File: config.mk
export PLATFORM = sky130hd
export DESIGN_NAME = pesd_core_event_sel
export DESIGN_NICKNAME = d
export VERILOG_FILES = /design/src/design/pesd_pkg.sv /design/src/design/pesd_cond_sel.sv /design/src/design/pesd_thresh.sv /design/src/design/pesd_core_event_sel.sv
export SDC_FILE = /design/constraint.sdc
export NUM_CORES = 1
export LEC_CHECK = 0
export CAP_MARGIN = 20
export CORE_MARGIN = 2
export CORE_UTILIZATION = 64
export CTS_BUF_LIST = sky130_fd_sc_hd__clkbuf_16
export DETAILED_ROUTE_END_ITERATION = 12
export DONT_BUFFER_PORTS = 1
export PLACE_DENSITY_LB_ADDON = 0.2
export SETUP_SLACK_MARGIN = 0.02
export SYNTH_ARGS = -nofsm -noshare
export SYNTH_HDL_FRONTEND = slang
export SYNTH_SLANG_ARGS = --single-unit
File: constraint.sdc
create_clock -name SYS_CLK -period 3.1 [get_ports SYS_CLK]
set_clock_uncertainty 0.2 [all_clocks]
set_input_delay 0.93 -clock SYS_CLK [delete_from_list [all_inputs] [get_ports SYS_CLK]]
set_output_delay 0.93 -clock SYS_CLK [all_outputs]
set_load 0.01 [all_outputs]
File: src/design/pesd_pkg.sv
package pesd_pkg;
	// event codes
	localparam logic [7:0] EVT_RESOURCE_STALLS = 8'ha2;
	localparam logic [7:0] EVT_MISS_ACTIVITY = 8'ha3;
	localparam logic [7:0] EVT_PORT_ACTIVITY = 8'ha6;
	localparam logic [7:0] EVT_LOOP_STREAM = 8'ha8;
	localparam logic [7:0] EVT_UOP_CACHE_SWITCH = 8'hab;
	localparam logic [7:0] EVT_ITB_FLUSH = 8'hae;
	localparam logic [7:0] EVT_OFFCORE_REQ = 8'hb0;
	// unit masks
	localparam logic [7:0] UM_ANY_STALL = 8'h01;
	localparam logic [7:0] UM_SB_STALL = 8'h08;
	localparam logic [7:0] UM_L2_MISS = 8'h01;
	localparam logic [7:0] UM_L3_MISS = 8'h02;
	localparam logic [7:0] UM_STALLS_TOTAL = 8'h04;
	localparam logic [7:0] UM_L1D_MISS = 8'h08;
	localparam logic [7:0] UM_MEM_ANY = 8'h10;
	localparam logic [7:0] UM_EXE_STALL = 8'h04;
	localparam logic [7:0] UM_PORTS_0 = 8'h01;
	localparam logic [7:0] UM_PORTS_1 = 8'h02;
	localparam logic [7:0] UM_PORTS_2 = 8'h04;
	localparam logic [7:0] UM_PORTS_3 = 8'h08;
	localparam logic [7:0] UM_PORTS_4 = 8'h20;
	localparam logic [7:0] UM_BOUND_STORES = 8'h40;
	localparam logic [7:0] UM_LSB_UOPS = 8'h01;
	localparam logic [7:0] UM_SWITCH_PENALTY = 8'h02;
	localparam logic [7:0] UM_ITB_FLUSH = 8'h01;
	localparam logic [7:0] UM_DEMAND_DATA_RD = 8'h01;
	localparam logic [7:0] UM_DEMAND_CODE_RD = 8'h02;
	// widths
	localparam int CNT_W = 48;
	localparam int INC_W = 5;
	localparam logic [CNT_W-1:0] CNT_RESET = 48'h0;
	localparam logic [INC_W-1:0] INC_ZERO = 5'h00;
	localparam logic [2:0] FOUR_UOPS = 3'h4;
	typedef logic [INC_W-1:0] pesd_inc_t;
endpackage

File: src/design/pesd_cond_sel.sv
`timescale 1ns/1ps
// picks the per-cycle occurrence count for an event code / unit mask pair
module pesd_cond_sel
	import pesd_pkg::*;
(
	// selection
	input wire logic [7:0] evt_code,
	input wire logic [7:0] unit_mask,
	// conditions
	input wire logic sb_full_stall,
	input wire logic any_resource_stall,
	input wire logic exe_stall,
	input wire logic l1d_miss_out,
	input wire logic l2_miss_out,
	input wire logic l3_miss_out,
	input wire logic mem_load_out,
	input wire logic rs_nonempty,
	input wire logic sb_full,
	input wire logic [2:0] uops_started,
	input wire logic [2:0] lsb_uops,
	input wire logic [2:0] dec_uops,
	input wire logic switch_penalty,
	input wire logic itb_flush,
	input wire logic [1:0] data_rd_req,
	input wire logic [1:0] code_rd_req,
	// result
	output pesd_inc_t occ,
	output logic valid_sel
);
	logic [4:0] miss_bits;
	logic [4:0] miss_hit;
	// unit mask bits of the miss-activity event are and-ed conditions
	assign miss_bits = {mem_load_out, l1d_miss_out, exe_stall, l3_miss_out, l2_miss_out};

	// one gate per mask bit; the matched bits read as a number
	for (genvar i = 0; i < 5; i++) begin : g_miss
		assign miss_hit[i] = unit_mask[i] & miss_bits[i];
	end

	// one-hot-ish condition sum; miss-activity sums matched bit weights
	always_comb begin
		occ = INC_ZERO;
		valid_sel = 1'b1;
		case (evt_code)
		EVT_RESOURCE_STALLS: begin
			if (unit_mask == UM_SB_STALL)
				occ = {4'h0, sb_full_stall};
			else if (unit_mask == UM_ANY_STALL)
				occ = {4'h0, any_resource_stall};
			else
				valid_sel = 1'b0;
		end
		EVT_MISS_ACTIVITY: begin
			// sum of matched bit weights, so threshold equal to mask gives the and
			occ = miss_hit;
			if (unit_mask[7:5] != 3'h0 || unit_mask[4:0] == 5'h00)
				valid_sel = 1'b0;
		end
		EVT_PORT_ACTIVITY: begin
			case (unit_mask)
			UM_PORTS_0: occ = {4'h0, uops_started == 3'h0 && rs_nonempty && sb_full && !mem_load_out};
			UM_PORTS_1: occ = {4'h0, uops_started == 3'h1 && rs_nonempty};
			// 04h would mean both 2 and 4 uops; 04h keeps 2, 4 moved to 20h
			UM_PORTS_2: occ = {4'h0, uops_started == 3'h2 && rs_nonempty};
			UM_PORTS_3: occ = {4'h0, uops_started == 3'h3 && rs_nonempty};
			UM_PORTS_4: occ = {4'h0, uops_started >= FOUR_UOPS && rs_nonempty};
			UM_BOUND_STORES: occ = {4'h0, sb_full && !mem_load_out};
			default: valid_sel = 1'b0;
			endcase
		end
		EVT_LOOP_STREAM: begin
			// only-lsb cycles for the threshold path; the raw sum bypasses this at the top
			if (unit_mask == UM_LSB_UOPS)
				occ = (dec_uops == 3'h0) ? {2'h0, lsb_uops} : INC_ZERO;
			else
				valid_sel = 1'b0;
		end
		EVT_UOP_CACHE_SWITCH: begin
			if (unit_mask == UM_SWITCH_PENALTY)
				occ = {4'h0, switch_penalty};
			else
				valid_sel = 1'b0;
		end
		EVT_ITB_FLUSH: begin
			if (unit_mask == UM_ITB_FLUSH)
				occ = {4'h0, itb_flush};
			else
				valid_sel = 1'b0;
		end
		EVT_OFFCORE_REQ: begin
			if (unit_mask == UM_DEMAND_DATA_RD)
				occ = {3'h0, data_rd_req};
			else if (unit_mask == UM_DEMAND_CODE_RD)
				occ = {3'h0, code_rd_req};
			else
				valid_sel = 1'b0;
		end
		default: valid_sel = 1'b0;
		endcase
	end
endmodule // pesd_cond_sel

File: src/design/pesd_thresh.sv
`timescale 1ns/1ps
// threshold compare: nonzero threshold gives 0/1 per cycle
module pesd_thresh
	import pesd_pkg::*;
(
	// in
	input wire logic [7:0] threshold,
	input wire pesd_inc_t occ,
	// out
	output pesd_inc_t inc
);
	// occurrence count is narrow, so compare at threshold width
	always_comb begin
		if (threshold == 8'h00)
			inc = occ;
		else if ({3'h0, occ} >= threshold)
			inc = INC_W'(1);
		else
			inc = INC_ZERO;
	end
endmodule // pesd_thresh

File: src/design/pesd_core_event_sel.sv
`timescale 1ns/1ps
module pesd_core_event_sel
	import pesd_pkg::*;
(
	// clock and reset
	input wire logic SYS_CLK,
	input wire logic RESET,
	// selection, from core logic on the same clock
	input wire logic COUNT_EN,
	input wire logic [7:0] EVENT_CODE,
	input wire logic [7:0] UNIT_MASK,
	input wire logic [7:0] THRESHOLD,
	input wire logic COUNT_CLEAR,
	// microarchitectural conditions
	input wire logic SB_FULL_STALL,
	input wire logic ANY_RESOURCE_STALL,
	input wire logic EXE_STALL,
	input wire logic L1D_MISS_OUT,
	input wire logic L2_MISS_OUT,
	input wire logic L3_MISS_OUT,
	input wire logic MEM_LOAD_OUT,
	input wire logic RS_NONEMPTY,
	input wire logic SB_FULL,
	input wire logic [2:0] UOPS_STARTED,
	input wire logic [2:0] LOOP_STREAM_BUFFER_UOPS,
	input wire logic [2:0] DECODER_UOPS,
	input wire logic SWITCH_PENALTY,
	input wire logic ITB_FLUSH,
	input wire logic [1:0] DEMAND_DATA_RD,
	input wire logic [1:0] DEMAND_CODE_RD,
	// result
	output logic [pesd_pkg::CNT_W-1:0] EVENT_COUNT,
	output logic SELECT_VALID
);
	import pesd_pkg::*;

	pesd_inc_t occ;
	pesd_inc_t inc;
	logic valid_sel;
	logic [CNT_W-1:0] count_r;
	logic [CNT_W-1:0] count_nxt;
	logic valid_r;
	logic valid_nxt;
	pesd_inc_t occ_thr;
	logic lsb_raw;

	// decode of the selected condition
	pesd_cond_sel u_sel (
		.evt_code(EVENT_CODE),
		.unit_mask(UNIT_MASK),
		.sb_full_stall(SB_FULL_STALL),
		.any_resource_stall(ANY_RESOURCE_STALL),
		.exe_stall(EXE_STALL),
		.l1d_miss_out(L1D_MISS_OUT),
		.l2_miss_out(L2_MISS_OUT),
		.l3_miss_out(L3_MISS_OUT),
		.mem_load_out(MEM_LOAD_OUT),
		.rs_nonempty(RS_NONEMPTY),
		.sb_full(SB_FULL),
		.uops_started(UOPS_STARTED),
		.lsb_uops(LOOP_STREAM_BUFFER_UOPS),
		.dec_uops(DECODER_UOPS),
		.switch_penalty(SWITCH_PENALTY),
		.itb_flush(ITB_FLUSH),
		.data_rd_req(DEMAND_DATA_RD),
		.code_rd_req(DEMAND_CODE_RD),
		.occ(occ),
		.valid_sel(valid_sel)
	);

	// raw loop buffer sum ignores the decoder; only the cycle counts need it idle
	assign lsb_raw = EVENT_CODE == EVT_LOOP_STREAM && UNIT_MASK == UM_LSB_UOPS && THRESHOLD == 8'h00;
	assign occ_thr = lsb_raw ? {2'h0, LOOP_STREAM_BUFFER_UOPS} : occ;

	// threshold stage
	pesd_thresh u_thr (
		.threshold(THRESHOLD),
		.occ(occ_thr),
		.inc(inc)
	);

	// next count; clear wins, unknown selections count nothing
	always_comb begin
		count_nxt = count_r;
		valid_nxt = valid_sel;
		if (COUNT_CLEAR)
			count_nxt = CNT_RESET;
		else if (COUNT_EN && valid_sel)
			count_nxt = count_r + CNT_W'(inc);
	end

	// counter registers, wraps silently; no overflow flag is kept
	always_ff @(posedge SYS_CLK or posedge RESET) begin
		if (RESET) begin
			count_r <= CNT_RESET;
			valid_r <= 1'b0;
		end else begin
			count_r <= count_nxt;
			valid_r <= valid_nxt;
		end
	end

	assign EVENT_COUNT = count_r;
	assign SELECT_VALID = valid_r;
endmodule // pesd_core_event_sel

==> metrics <==
DRT Pass-1 Iters 7; distinct cell type count of the synthesized netlist 55; Mean Syn Cell Area ~8.6 um^2; # clock sinks 49; Max Cap Viol 0; post-DP HPWL ~7300 um; Worst Setup End Kind flop; worst slew pin tran between 800 and 900 ps; hold endpoint EVENT_COUNT[20]; final wirelength 12000 um; first-pass GRT wire length ~17000 um; Num CTS Buffers 5; RePlAce Congestion just under 1; RSZ-0062 raised after global routing yes; Syn Std Cell Area approximately 3700 um^2; antenna cells 0; via/cell ratio roughly 7.3; Final setup viols 48; Clock Path Buffers 2; commonest non-fill, non-tap cell in the layout buf_4; Initial Util 0.670; R2R setup slack approximately 20 ps; IO buf count 0; DIE AREA around 6400 um^2; Hold WC Path Type flop to flop; most used cell, CP a21o_1; Ys Warns 0; I/O pin cnt around 100; min Tclk post-route 4950 ps; WL per Instance between 20 and 25 um; Top FF cell, synth dfrtp_1; CP cell instances nor4_4 > buf_4 > nand3b_1 > nor4_1 > o31ai_1 > o211ai_1 > a31oi_1 > ha_1 > nand2b_4 > a21o_1 > a21o_1 > a21oi_2 > nor2b_1 > o311a_1 > ha_2 > fa_2 > a21o_1 > a21oi_2 > o21bai_4 > buf_6 > nand4_1 > o21ai_1 > a21oi_1; H-tree Lvls 2; VDD IR max roughly 0.22 mV; Core ar. roughly 5500 um^2; Slew headroom 0.465; total number of vias ~4.1k; FF+latch count, synth between 40 and 50; Clock Tree Root clkbuf_16; layout cell share with drive strength beyond 1 0.340; Clk pin slew, worst setup/hold paths 70 ps; worst setup margin -1850 ps; Syn Nets between 400 and 500; FP Rows 27; gr ovfl total 0; residual DRC count 0; reg-to-reg critical path endpoint EVENT_COUNT[42]; Worst Path Required between 3000 and 4000 ps; Final Hold Fails 0; Lkg Pwr around 0.002 uW; status complete, but fails checks; Final Cell Area about 4800 um^2; failing checks negative setup slack; vias in the first global route 3743; Crit path buffers/inverters 2; initial antenna violation count 0; nets@finish roughly 550; max-slew violations 0; reg2reg path depth 8; Worst EP arrival about 5000 ps; EDFF count, synth 0; CP top delay family compound AO/OA/AOI/OAI gates; Critical Path Fanout Max 5; Area after DPL 4230 um^2; Hold Startpoint EVENT_COUNT[20]; Final Total Pwr 1280 uW; Filler cells slightly below 300; hold path cells 2; initial DRC count between 200 and 300; fmax approximately 200 MHz; Crit Path Class input pin to flop; antenna-violating nets left 0; CP max stage delay ~340 ps; pwr/cell area around 270 nW/um^2; CTS tree done; chip height 80.2 um; slowest cell on the critical path fa_2; period utilization 1.60; synth-to-layout area growth 29.3%; R2R Path Start EVENT_COUNT[7]; commonest cells after routing, fill and taps aside buf_4, dfrtp_1, a21oi_1; async set-reset flop share out of synthesis 1.00; largest net degree at the start of global routing between 50 and 60; Syn Inst Count roughly 430; chip width approximately 80 um; CP Launch Type input pin; hold buffer count at cts 0; Total GRT Usage 0.338; Clk Latency, worst-skew pair about 300 ps; sequential area share after synthesis 0.330
[synth_stat cells, types with 5 or more instances]
cell      number  area share
a21o_1         5       0.010
a21oi_1       43       0.058
and3_1        15       0.025
and3b_1        5       0.012
buf_2          9       0.012
clkbuf_1      12       0.012
dfrtp_1       49        0.33
ha_1          10       0.034
inv_1         15       0.015
mux2_2         6       0.018
mux2i_1        5       0.013
nand2_1       27       0.027
nand3_1       16       0.022
nand4_1       14       0.024
nor2_1        23       0.023
nor2b_1       15       0.025
nor4_1         7       0.012
nor4b_1        6       0.014
o21ai_0       22       0.030
o31ai_1       24       0.049
or3_1         16       0.027
or4_1         25       0.051
[layer usage]
metal,vias up,GRT usage,share of wire
met3,59,0.0775,0.090
met2,294,0.585,0.51
li1,1768,-,-
met4,0,0.139,0.042
met1,1949,0.402,0.36
met5,-,0,0
[layout make-up]
| class | instances | area, um^2 | share of cell area |
|---|---|---|---|
| clock inverter | 3 | 21.3 | 0.00443 |
| timing repair buffer | 69 | 573 | 0.119 |
| tap | 72 | 90.1 | 0.0188 |
| inverter | 15 | 56.3 | 0.0117 |
| multi-input combinational | 342 | 2710 | 0.564 |
| sequential | 49 | 1230 | 0.255 |
| clock buffer | 5 | 125 | 0.0260 |
[registers in the layout (all words and copies together) (netlist names)]
| name | count |
|---|---|
| EVENT_COUNT | 48 |
| SELECT_VALID | 1 |
[worst max-delay path by stage]
stage | from | to | slack (ps) | cells after the start
final | UNIT_MASK[6] | EVENT_COUNT[30] | -1850 | 23
after global routing | UNIT_MASK[6] | EVENT_COUNT[30] | -2010 | 23
after CTS | UNIT_MASK[5] | EVENT_COUNT[44] | -1740 | 22
after detailed placement | UNIT_MASK[6] | EVENT_COUNT[42] | -2240 | 21
after global placement | UNIT_MASK[6] | EVENT_COUNT[42] | -2090 | 21
after floorplan | UNIT_MASK[6] | EVENT_COUNT[40] | -2000 | 21
[tightest hold or removal path, stage by stage, from the launching register on]
cell     delay (ps)
dfrtp_1         440
o21ai_2          80
a21oi_1          60
[cell families (layout without fill, tap and decap cells)]
family | after synthesis | in the layout | synth area share
fa+ha+maj | 11 | 11 | 0.0391
flops | 49 | 49 | 0.330
mux | 11 | 11 | 0.0317
xor+xnor | 7 | 7 | 0.0165
buf+inv | 40 | 92 | 0.0515
compound gates | 118 | 118 | 0.203
simple gates | 195 | 195 | 0.328
[what timing repair did]
| action | CTS | global route |
|---|---|---|
| resized for setup | 44 | 42 |
| endpoints found under the hold margin | 0 | 0 |
| setup buffers | 10 | 5 |
| setup endpoints to repair | 48 | 48 |
| pin swaps | 25 | 38 |
| cloned | 1 | 0 |
[metrics by stage]
step	TNS, ps	util	hold WS, ps	setup slack (ps)	instances
after floorplan	-80940	-	381	-2000	431
after global placement	-89910	0.764	394	-2090	533
after detailed placement	-94680	0.764	405	-2240	533
after CTS	-74160	0.830	418	-1740	552
after global routing	-86010	0.867	442	-2010	555
final	-76900	0.867	421	-1850	555
[report_power, final]
group          leakage (uW)  internal (uW)  switching (uW)
clock network     0.0000702            301             251
registers          0.000685            639          0.0103
logic               0.00127           42.7            42.6
total               0.00202            982             293
(Power assumes the default switching activity.)
